--- src/lux_cfg.svh ---
// constants for the lux result and identity register block
//
// Contract
// - skip clear: cycle is integration plus 60/factor ms
// - skip set: next integration starts at once
// - result is one 16-bit word, two bytes
// - low byte 0x04, high 0x05, read-only
// - result reported directly in lux
// - identity register 0x0A, code bits 7:4
// - part code fixed, one per variant
// - select 00/01/10 gives 400/200/100 ms, factor 1/2/4
// - results pass a double buffer, never mixed
// - read pointer auto-advances, skipping unimplemented registers
`ifndef LUX_CFG_SVH
`define LUX_CFG_SVH

// ****************************************
// register offsets
// ****************************************
`define LUX_OFS_CONTROL     4'h0
`define LUX_OFS_CONFIG      4'h1
`define LUX_OFS_RESULT_LOW  4'h4
`define LUX_OFS_RESULT_HIGH 4'h5
`define LUX_OFS_KIND        4'hA

// ****************************************
// field positions and reset values
// ****************************************
`define LUX_CMD_SELECT_BIT  7
`define LUX_CFG_SKIP_BIT    3
`define LUX_MODE_OFF        2'h0
`define LUX_MODE_SINGLE     2'h2
`define LUX_MODE_NORMAL     2'h3
`define LUX_TSEL_RESERVED   2'h3
`define LUX_TSEL_SHORTEST   2'h2
`define LUX_RESET_BYTE      8'h00
`define LUX_RESET_WORD      16'h0000
`define LUX_PART_CODE       4'h3  // arbitrary code
`define LUX_SLAVE_ADDR      7'h4C // arbitrary bus address

// ****************************************
// timing
// ****************************************
`define LUX_CLK_PERIOD_NS   25
`define LUX_MS_NS           1000000
`define LUX_MS_CYCLES       (`LUX_MS_NS / `LUX_CLK_PERIOD_NS)
`define LUX_TINT_MAX_MS     9'd400
`define LUX_PSAVE_MS        9'd60

`endif

--- src/lux_pkg.sv ---
// types for the lux result and identity register block
package lux_pkg;

    typedef enum {
        BUS_IDLE,
        BUS_ADDR,
        BUS_ADDR_ACK,
        BUS_WRITE,
        BUS_WRITE_ACK,
        BUS_READ,
        BUS_READ_ACK
    } bus_state_t;

    typedef enum {
        MEAS_OFF,
        MEAS_INTEG,
        MEAS_SAVE
    } meas_state_t;

    typedef struct packed {
        logic [1:0]  scl_sync;
        logic [1:0]  sda_sync;
        logic        scl_q;
        logic        sda_q;
        bus_state_t  bus;
        logic [2:0]  bit_cnt;
        logic [7:0]  shift;
        logic        ack_flag;
        logic        first_byte;
        logic [3:0]  pointer;
        logic        sda_oe;
        logic        sda_out;
        logic [1:0]  mode;
        logic        power_save_skip;
        logic [1:0]  integration_time_select;
        logic [15:0] result;
        logic [15:0] pending;
        logic        pending_valid;
        meas_state_t meas;
        logic [31:0] ms_div;
        logic [8:0]  ms_cnt;
        logic        integrating;
    } lux_state_t;

endpackage : lux_pkg

--- src/lux_result_and_identity_regs.sv ---
// i2c register slave with measurement cycle timing and result buffer
`timescale 1ns/1ps
`default_nettype none
`include "lux_cfg.svh"

module lux_result_and_identity_regs #(
    parameter int unsigned MS_CYCLES = `LUX_MS_CYCLES
) (
    // clock and reset
    input  wire logic        clk,
    input  wire logic        rst,
    // i2c pins
    input  wire logic        scl_in,
    input  wire logic        sda_in,
    output logic             sda_out,
    output logic             sda_oe,
    // analog integrator
    input  wire logic [15:0] adc_value,
    output logic             integrating
);
    import lux_pkg::*;

    lux_state_t st_reg;
    lux_state_t st_next;

    // ****************************************
    // helpers
    // ****************************************
    function automatic logic [1:0] eff_tsel(input logic [1:0] t);
        eff_tsel = (t == `LUX_TSEL_RESERVED) ? `LUX_TSEL_SHORTEST : t;
    endfunction : eff_tsel

    function automatic logic [8:0] integ_ms(input logic [1:0] t);
        integ_ms = `LUX_TINT_MAX_MS >> eff_tsel(t);
    endfunction : integ_ms

    function automatic logic [8:0] save_ms(input logic [1:0] t);
        save_ms = `LUX_PSAVE_MS >> eff_tsel(t);
    endfunction : save_ms

    function automatic logic [3:0] next_ptr(input logic [3:0] p);
        case (p)
            `LUX_OFS_CONTROL:     next_ptr = `LUX_OFS_CONFIG;
            `LUX_OFS_CONFIG:      next_ptr = `LUX_OFS_RESULT_LOW;
            `LUX_OFS_RESULT_LOW:  next_ptr = `LUX_OFS_RESULT_HIGH;
            `LUX_OFS_RESULT_HIGH: next_ptr = `LUX_OFS_KIND;
            default:              next_ptr = `LUX_OFS_CONTROL;
        endcase
    endfunction : next_ptr

    function automatic logic [7:0] reg_read(input lux_state_t s);
        case (s.pointer)
            `LUX_OFS_CONTROL:     reg_read = {6'h00, s.mode};
            `LUX_OFS_CONFIG:      reg_read = {4'h0, s.power_save_skip, 1'b0,
                                              s.integration_time_select};
            `LUX_OFS_RESULT_LOW:  reg_read = s.result[7:0];
            `LUX_OFS_RESULT_HIGH: reg_read = s.result[15:8];
            `LUX_OFS_KIND:        reg_read = {`LUX_PART_CODE, 4'h0};
            default:              reg_read = `LUX_RESET_BYTE;
        endcase
    endfunction : reg_read

    // ****************************************
    // next state
    // ****************************************
    always_comb begin
        logic scl_s;
        logic sda_s;
        logic rise;
        logic fall;
        logic start_c;
        logic stop_c;
        logic [7:0] rx;
        logic [7:0] tx;
        logic conv_done;
        scl_s = st_reg.scl_sync[1];
        sda_s = st_reg.sda_sync[1];
        rise = scl_s & ~st_reg.scl_q;
        fall = ~scl_s & st_reg.scl_q;
        start_c = scl_s & st_reg.scl_q & st_reg.sda_q & ~sda_s;
        stop_c = scl_s & st_reg.scl_q & ~st_reg.sda_q & sda_s;
        rx = {st_reg.shift[6:0], sda_s};
        tx = reg_read(st_reg);
        conv_done = 1'b0;

        st_next = st_reg;
        st_next.scl_sync = {st_reg.scl_sync[0], scl_in};
        st_next.sda_sync = {st_reg.sda_sync[0], sda_in};
        st_next.scl_q = scl_s;
        st_next.sda_q = sda_s;
        st_next.sda_out = 1'b0;

        // bus side
        if (start_c) begin
            st_next.bus = BUS_ADDR;
            st_next.bit_cnt = 3'h0;
            st_next.sda_oe = 1'b0;
        end else if (stop_c) begin
            st_next.bus = BUS_IDLE;
            st_next.sda_oe = 1'b0;
        end else begin
            case (st_reg.bus)
                BUS_ADDR: begin
                    if (rise) begin
                        st_next.shift = rx;
                        st_next.bit_cnt = st_reg.bit_cnt + 3'h1;
                        if (st_reg.bit_cnt == 3'h7) begin
                            st_next.bus = BUS_ADDR_ACK;
                            st_next.ack_flag = 1'b0;
                        end
                    end
                end
                BUS_ADDR_ACK: begin
                    if (fall) begin
                        if (!st_reg.ack_flag) begin
                            if (st_reg.shift[7:1] == `LUX_SLAVE_ADDR) begin
                                st_next.sda_oe = 1'b1;
                                st_next.ack_flag = 1'b1;
                            end else begin
                                st_next.bus = BUS_IDLE;
                            end
                        end else begin
                            st_next.ack_flag = 1'b0;
                            st_next.bit_cnt = 3'h0;
                            if (st_reg.shift[0]) begin
                                st_next.bus = BUS_READ;
                                st_next.shift = tx;
                                st_next.sda_oe = ~tx[7];
                                st_next.pointer = next_ptr(st_reg.pointer);
                            end else begin
                                st_next.bus = BUS_WRITE;
                                st_next.sda_oe = 1'b0;
                                st_next.first_byte = 1'b1;
                            end
                        end
                    end
                end
                BUS_WRITE: begin
                    if (rise) begin
                        st_next.shift = rx;
                        st_next.bit_cnt = st_reg.bit_cnt + 3'h1;
                        if (st_reg.bit_cnt == 3'h7) begin
                            st_next.bus = BUS_WRITE_ACK;
                            st_next.ack_flag = 1'b0;
                            if (st_reg.first_byte) begin
                                st_next.first_byte = 1'b0;
                                if (rx[`LUX_CMD_SELECT_BIT]) begin
                                    st_next.pointer = rx[3:0];
                                end
                            end else begin
                                // result and identity writes are dropped
                                if (st_reg.pointer == `LUX_OFS_CONTROL) begin
                                    st_next.mode = rx[1:0];
                                end else if (st_reg.pointer == `LUX_OFS_CONFIG) begin
                                    st_next.power_save_skip = rx[`LUX_CFG_SKIP_BIT];
                                    st_next.integration_time_select = rx[1:0];
                                end
                                st_next.pointer = next_ptr(st_reg.pointer);
                            end
                        end
                    end
                end
                BUS_WRITE_ACK: begin
                    if (fall) begin
                        st_next.sda_oe = ~st_reg.ack_flag;
                        st_next.ack_flag = ~st_reg.ack_flag;
                        if (st_reg.ack_flag) begin
                            st_next.bus = BUS_WRITE;
                            st_next.bit_cnt = 3'h0;
                        end
                    end
                end
                BUS_READ: begin
                    if (fall) begin
                        if (st_reg.bit_cnt == 3'h7) begin
                            st_next.sda_oe = 1'b0;
                            st_next.bus = BUS_READ_ACK;
                            st_next.ack_flag = 1'b0;
                        end else begin
                            st_next.bit_cnt = st_reg.bit_cnt + 3'h1;
                            st_next.shift = {st_reg.shift[6:0], 1'b0};
                            st_next.sda_oe = ~st_reg.shift[6];
                        end
                    end
                end
                BUS_READ_ACK: begin
                    if (rise) begin
                        if (sda_s) begin
                            st_next.bus = BUS_IDLE;
                        end else begin
                            st_next.ack_flag = 1'b1;
                        end
                    end else if (fall && st_reg.ack_flag) begin
                        st_next.bus = BUS_READ;
                        st_next.bit_cnt = 3'h0;
                        st_next.shift = tx;
                        st_next.sda_oe = ~tx[7];
                        st_next.pointer = next_ptr(st_reg.pointer);
                    end
                end
                default: begin
                    st_next.sda_oe = 1'b0;
                end
            endcase
        end

        // measurement cycle
        if (st_reg.ms_div == MS_CYCLES - 1) begin
            st_next.ms_div = 32'h0;
        end else begin
            st_next.ms_div = st_reg.ms_div + 32'h1;
        end
        case (st_reg.meas)
            MEAS_OFF: begin
                if (st_reg.mode == `LUX_MODE_SINGLE || st_reg.mode == `LUX_MODE_NORMAL) begin
                    st_next.meas = MEAS_INTEG;
                    st_next.ms_cnt = integ_ms(st_reg.integration_time_select);
                    st_next.ms_div = 32'h0;
                end
            end
            MEAS_INTEG: begin
                if (st_reg.mode == `LUX_MODE_OFF) begin
                    st_next.meas = MEAS_OFF;
                end else if (st_reg.ms_div == MS_CYCLES - 1) begin
                    st_next.ms_cnt = st_reg.ms_cnt - 9'h1;
                    if (st_reg.ms_cnt == 9'h1) begin
                        conv_done = 1'b1;
                        if (st_reg.mode == `LUX_MODE_SINGLE) begin
                            st_next.mode = `LUX_MODE_OFF;
                            st_next.meas = MEAS_OFF;
                        end else if (st_reg.power_save_skip) begin
                            st_next.ms_cnt = integ_ms(st_reg.integration_time_select);
                        end else begin
                            st_next.meas = MEAS_SAVE;
                            st_next.ms_cnt = save_ms(st_reg.integration_time_select);
                        end
                    end
                end
            end
            MEAS_SAVE: begin
                if (st_reg.mode == `LUX_MODE_OFF) begin
                    st_next.meas = MEAS_OFF;
                end else if (st_reg.ms_div == MS_CYCLES - 1) begin
                    st_next.ms_cnt = st_reg.ms_cnt - 9'h1;
                    if (st_reg.ms_cnt == 9'h1) begin
                        st_next.meas = MEAS_INTEG;
                        st_next.ms_cnt = integ_ms(st_reg.integration_time_select);
                    end
                end
            end
            default: begin
                st_next.meas = MEAS_OFF;
            end
        endcase
        st_next.integrating = (st_next.meas == MEAS_INTEG);

        // result double buffer, held back while a transaction is open
        if (conv_done) begin
            st_next.pending = adc_value;
            st_next.pending_valid = 1'b1;
        end
        if (st_reg.pending_valid && st_reg.bus == BUS_IDLE && !conv_done) begin
            st_next.result = st_reg.pending;
            st_next.pending_valid = 1'b0;
        end
    end

    // ****************************************
    // state register
    // ****************************************
    always_ff @(posedge clk or posedge rst) begin
        if (rst) begin
            st_reg <= '{
                scl_sync: 2'h3, sda_sync: 2'h3, scl_q: 1'b1, sda_q: 1'b1,
                bus: BUS_IDLE, bit_cnt: 3'h0, shift: `LUX_RESET_BYTE,
                ack_flag: 1'b0, first_byte: 1'b0, pointer: `LUX_OFS_CONTROL,
                sda_oe: 1'b0, sda_out: 1'b0, mode: `LUX_MODE_OFF,
                power_save_skip: 1'b0, integration_time_select: 2'h0,
                result: `LUX_RESET_WORD, pending: `LUX_RESET_WORD,
                pending_valid: 1'b0, meas: MEAS_OFF, ms_div: 32'h0,
                ms_cnt: 9'h0, integrating: 1'b0
            };
        end else begin
            st_reg <= st_next;
        end
    end

    assign sda_out = st_reg.sda_out;
    assign sda_oe = st_reg.sda_oe;
    assign integrating = st_reg.integrating;

endmodule : lux_result_and_identity_regs
`default_nettype wire

--- config.mk ---
export PLATFORM = sky130hd
export DESIGN_NAME = lux_result_and_identity_regs
export DESIGN_NICKNAME = d
export VERILOG_FILES = /design/src/lux_pkg.sv /design/src/lux_result_and_identity_regs.sv
export VERILOG_INCLUDE_DIRS = /design/src
export SDC_FILE = /design/constraint.sdc
export NUM_CORES = 1
export LEC_CHECK = 0
export BUFFER_PORTS_ARGS = -buffer_cell sky130_fd_sc_hd__buf_2
export CAP_MARGIN = 20
export CORE_ASPECT_RATIO = 1.4
export CORE_MARGIN = 4
export CORE_UTILIZATION = 67
export CTS_CLUSTER_DIAMETER = 50
export CTS_CLUSTER_SIZE = 20
export DETAILED_ROUTE_END_ITERATION = 10
export HOLD_SLACK_MARGIN = 0.12
export PLACE_DENSITY_LB_ADDON = 0.3
export SLEW_MARGIN = 10
export SYNTH_ARGS = -nofsm -noshare
export SYNTH_HDL_FRONTEND = slang
export SYNTH_SLANG_ARGS = --single-unit
--- constraint.sdc ---
create_clock -name clk -period 7.23 [get_ports clk]
set_input_delay 0 -clock clk [delete_from_list [all_inputs] [get_ports clk]]
set_output_delay 0 -clock clk [all_outputs]
set_load 0.01 [all_outputs]
## After elaboration in Yosys (flattened, before gate mapping)

Cells that the tools add are included.

| word-level totals | value |
|---|---|
| register bits | 168 |
| bits of input ports | 20 |
| output and inout port bits | 3 |
| logic and storage cells | 235 |

| cells by class | value |
|---|---|
| $add $sub $neg | 3 |
| eq/ne operators | 67 |
| shift-type cells | 2 |
| mux-type cells | 95 |
| bitwise operators | 18 |
| reduce and logical (&&, ||, !) cells | 28 |

Operators with widths:

| operator | count |
|---|---|
| $mux 32 | 18 |
| $pmux 35 s6 | 1 |
| $mux 43 | 3 |
| $eq 32x2->1 const B | 4 |
| $mux 35 | 3 |
| $eq 32x3->1 const B | 3 |
| $pmux 32 s3 | 1 |
| $mux 44 | 2 |
| $pmux 8 s5 | 2 |
| $mux 73 | 1 |
| $mux 9 | 8 |
| $eq 32x1->1 const B | 2 |
| $logic_not 32->1 | 2 |
| $mux 50 | 1 |
| $mux 49 | 1 |
| $mux 5 | 9 |
| $ne 4x4->1 const B | 11 |
| $ne 2x2->1 const B | 20 |
| $mux 11 | 3 |
| $ne 3x3->1 const B | 11 |
| $reduce_and 11->1 | 3 |
| $add 32x1->32 const B | 1 |
| $eq 32x16->1 const B | 1 |
| $pmux 9 s3 | 1 |
| other kinds (44) | 101 |

## Logic depth before layout (Yosys ltp)

| depth | value |
|---|---|
| word-level depth | 14 |
| depth in mapped cells | 10 |
| gate-level depth less buffers | 8 |

## Worst setup path after synthesis

Ideal clock, no wire load.

| timing | value |
|---|---|
| kind | flip-flop to flip-flop |
| start | register st_reg[2] (netlist name) |
| end | register st_reg[100] (netlist name) |
| library setup time | 125 ps |
| arrival time | 2,203 ps |
| data required time | 7,105 ps |
| path slack | 4,902 ps |
| cell stages (with the launch flop) | 11 |
| path buffers | 3 |
| period minus slack after synthesis | 2,328 ps |
| path through | dfrtp_1 inv_1 ha_1 nor4b_1 and2_1 clkbuf_2 o2111ai_4 and3_1 buf_6 buf_6 mux2_4 |

| between the ends | value |
|---|---|
| cells in the longest elaborated chain, start to end | 7 |

RTL lines:

| what | line | text |
|---|---|---|
| start: declaration | lux_result_and_identity_regs.sv:23 | `lux_state_t st_reg;` |
| start signal: assignment | lux_result_and_identity_regs.sv:273 | `st_reg <= '{` |
| start signal: assignment | lux_result_and_identity_regs.sv:284 | `st_reg <= st_next;` |
| $eq 9x1->1 | lux_result_and_identity_regs.sv:226 | `if (st_reg.ms_cnt == 9'h1) begin` |
| $mux 1 | lux_result_and_identity_regs.sv:226 |  |
| $mux 1 | lux_result_and_identity_regs.sv:224 | `end else if (st_reg.ms_div == MS_CYCLES - 1) begin` |
| $mux 1 | lux_result_and_identity_regs.sv:222 | `` if (st_reg.mode == `LUX_MODE_OFF) begin `` |
| $mux 1 | lux_result_and_identity_regs.sv:213 | `case (st_reg.meas)` |
| $logic_not 1->1 | lux_result_and_identity_regs.sv:262 | `if (st_reg.pending_valid && st_reg.bus == BUS_IDLE && !conv_done) begin` |
| $logic_and 1x1->1 | lux_result_and_identity_regs.sv:262 |  |

Every way passes these cells.
A chain may end at the register's enable or synchronous reset.

## Worst setup path after layout

| timing | value |
|---|---|
| start | register st_reg[63] (netlist name) |
| end | register st_reg[93] (netlist name) |

| between the ends | value |
|---|---|
| cells in the longest elaborated chain, start to end | 4 |

RTL lines:

| what | line |
|---|---|
| $eq 32x1->1 | lux_result_and_identity_regs.sv:213 |
| $mux 1 | lux_result_and_identity_regs.sv:213 |
| $logic_not 1->1 | lux_result_and_identity_regs.sv:262 |
| $logic_and 1x1->1 | lux_result_and_identity_regs.sv:262 |

Every way passes these cells.

==> impl_metrics.env <==
export IMPL_grt_pass1_vias=5457
export IMPL_layout_nets=739
export IMPL_gp_congestion=0.957
export IMPL_grt_setup_unrepaired="false"
export IMPL_skew_ns=0.0115
export IMPL_firstDrtPassIters=6
export IMPL_hp_class="primary input to register"
export IMPL_post_cts_resize_count=0
export IMPL_timing_fmax_mhz=278
export IMPL_stdcell_area_sq_mm=0.00790
export IMPL_placed_area_sq_mm=0.00711
export IMPL_worstPathArrival_ns=3.90
export IMPL_start_kind="register"
export IMPL_period_needed_ns=3.59
export IMPL_core_sq_mm=0.00995
export IMPL_post_route_period_util_pct=49.7
export IMPL_internal_power_mw=1.36
export IMPL_antenna_left=0
export IMPL_tightest_slew_ns=0.949
export IMPL_cts_sinks=139
export IMPL_die_h_microns=128
export IMPL_drive_gt1_share_pct=16.0
export IMPL_cts_tree="built"
export IMPL_cts_hold_buf=19
export IMPL_place_ws_ns=3.68
export IMPL_area_delta_synth_final_pct=15.3
export IMPL_clkTransAtPathRegs_ns=0.07
export IMPL_antenna_cells=0
export IMPL_dpl_hpwl_microns=10000
export IMPL_drv_slew=0
export IMPL_path_class="register to register"
export IMPL_end_kind="register"
export IMPL_yosysWarningCount=0
export IMPL_fp_dieW_microns=93.5
export IMPL_start_util_pct=68.8
export IMPL_grt_ovfl_total=0
export IMPL_grt_pass1_wl_microns=26900
export IMPL_fp_row_count=43
export IMPL_via_per_inst=6.41
export IMPL_yosys_area_top_type="dfrtp_1"
export IMPL_cts_root_buf="clkbuf_16"
export IMPL_grt_max_degree=82
export IMPL_synthAdderAreaFrac_pct=0.913
export IMPL_synthArstFlopShare_pct=100
export IMPL_netlist_area_leader_share_pct=48.6
export IMPL_setup_ws_ns=3.64
export IMPL_setup_viol=0
export IMPL_synth_edf_count=0
export IMPL_drcViolationCount=0
export IMPL_synth_xor_area_share_pct=3.32
export IMPL_p_sw_uw=471
export IMPL_finalHoldViolations=0
export IMPL_status="finished clean"
export IMPL_synth_area_sq_mm=0.00685
export IMPL_pwr_share_comb_pct=6.2
export IMPL_avgSynthCellArea_sq_um=10.5
export IMPL_wirelength_microns=16000
export IMPL_cp_max_fo=18
export IMPL_postLayoutCoreUtil_pct=79.3
export IMPL_ys_seq_area_share_pct=50.9
export IMPL_synth_simple_area_share_pct=18.7
export IMPL_vias=5524
export IMPL_switching_share_pct=25.7
export IMPL_synth_cell_types=75
export IMPL_crit_required_ns=7.53
export IMPL_power_density_mw_per_mm2=232
export IMPL_insertion_delay_ns=0.42
export IMPL_cts_max_path_buffers=2
export IMPL_syn_inst=654
export IMPL_whs_ns=0.230
export IMPL_seqPwrFrac_pct=46.3
export IMPL_synthMuxAreaShare_pct=9.65
export IMPL_htreeDepth=4
export IMPL_synthTopCellsByArea="dfrtp_1 49%, mux2_2 5.9%, o21ai_0 3.1%"
export IMPL_fp_dieArea_sq_mm=0.0119
export IMPL_synth_compound_area_share_pct=13.5
export IMPL_maxSlewHeadroom_pct=36.7
export IMPL_leakagePower_nw=3.44
export IMPL_cap_violations=0
export IMPL_drt_iter0_drc=648
export IMPL_ys_ff_latch=139
export IMPL_ir_drop_mv=0.217
export IMPL_fin_tns_setup_ns=0
export IMPL_boundaryPins=23
export IMPL_wl_per_cell_microns=18.6
export IMPL_power_mw=1.83
export IMPL_numCtsBuffers=17
export IMPL_finalNonFillerCells=862
export IMPL_grt_use_total_pct=28.9
export IMPL_synth_ff_type="dfrtp_1"
export IMPL_p_clk_share_pct=47.4
export IMPL_io_buffers=21
export IMPL_antenna_found_initial=0
export IMPL_synth_top_family_by_area="simple AND/OR/NAND/NOR gates"
export IMPL_largest_reg_flops=133
export IMPL_post_cts_buffers=0
export IMPL_placed_cells=811
kinds of logic (layout without fill, tap and decap cells):
family,count (synthesis),count (layout)
xor+xnor,26,26
buf+inv,48,91
flops,139,139
other cells,1,31
fa+ha+maj,5,5
simple gates,245,245
mux,54,54
compound gates,136,136
power groups by stage:
stage	Combinational (mW)	Clock [mW]	Sequential, mW
5_1_grt	0.131	0.906	0.853
2_1_floorplan	0.0874	0	0.843
3_5_place_dp	0.103	0	0.862
6_report	0.114	0.869	0.849
4_1_cts	0.113	0.871	0.848
3_3_place_gp	0.0983	0	0.860
per-layer routing:
metal  vias to the layer above  track usage, %  routed length [microns]
met5                         -               0                        0
met4                         0            13.5                      607
met3                        72            5.30                      889
met2                       258            48.4                     8380
met1                      2707            36.1                     6170
li1                       2487               -                        -
path summary, 6_finish.rpt:
kind	slack, ns	cells after the start	endpoint	startpoint
setup / recovery	3.64	6	st_reg[93]$_DFFE_PP0P_	st_reg[63]$_DFF_PP0_
hold / removal	0.23	2	st_next[166]$_DFF_PP1_	sda_in
setup reg to reg	3.64	6	st_reg[93]$_DFFE_PP0P_	st_reg[63]$_DFF_PP0_
hold reg to reg	0.36	0	st_next[164]$_DFF_PP1_	st_next[168]$_DFF_PP1_
max in group asynchronous	5.49	4	st_reg[130]$_DFFE_PP0P_	rst
min in group asynchronous	0.43	3	st_reg[81]$_DFFE_PP0P_	rst
cell usage after synthesis (all sizes together) (8+ instances only):
master and n:
and3 8, nand2b 8, xor2 13, nor3 16, mux2 46, clkbuf 26, o21ai 43, inv 17
nand2 56, dfrtp 133, nand3 27, nor2b 9, nor2 52, xnor2 13, a21oi 26, or3 14
nor4 26
cell type report:
cell class	instances	area, sq um
Multi-Input combinational cell	497	3280
Timing Repair Buffer	41	303
Clock buffer	18	439
Tap cell	135	169
Inverter	18	70.1
Sequential cell	139	3490
Fill cell	573	2060
Clock inverter	14	154
cells in the final DEF, fill, tap and decap left out, types with 5 or more instances in the layout:
cell | Yosys | routed
nor2b_1 | 9 | 9
inv_1 | 17 | 16
inv_6 | 0 | 6
nor2_1 | 52 | 52
a21oi_1 | 26 | 26
dlygate4sd3_1 | 0 | 19
or3_1 | 14 | 14
mux2_4 | 10 | 10
nand3_1 | 26 | 26
a21o_1 | 6 | 6
and3_1 | 7 | 7
a22o_1 | 5 | 5
nor4_1 | 24 | 24
ha_1 | 5 | 5
a31oi_1 | 6 | 6
nand2b_1 | 8 | 8
o21ai_0 | 43 | 43
dfstp_2 | 6 | 6
xor2_1 | 13 | 13
nand2_1 | 56 | 56
o211ai_1 | 5 | 5
conb_1 | 1 | 31
buf_2 | 0 | 21
mux2_2 | 36 | 36
nand4_1 | 7 | 7
nor3_1 | 15 | 15
dfrtp_1 | 133 | 133
mux2i_1 | 6 | 6
xnor2_1 | 13 | 13
clkbuf_16 | 0 | 17
critical path: stages, from the launching register on:
cell       delay [ns]
dfrtp_1          0.37
nor4_1           0.34
nand4_1          0.37
nor3_2           0.74
o2111ai_4        0.53
and3_1           0.66
mux2_4           0.45
No activity file was read; power rests on OpenSTA's default activity.
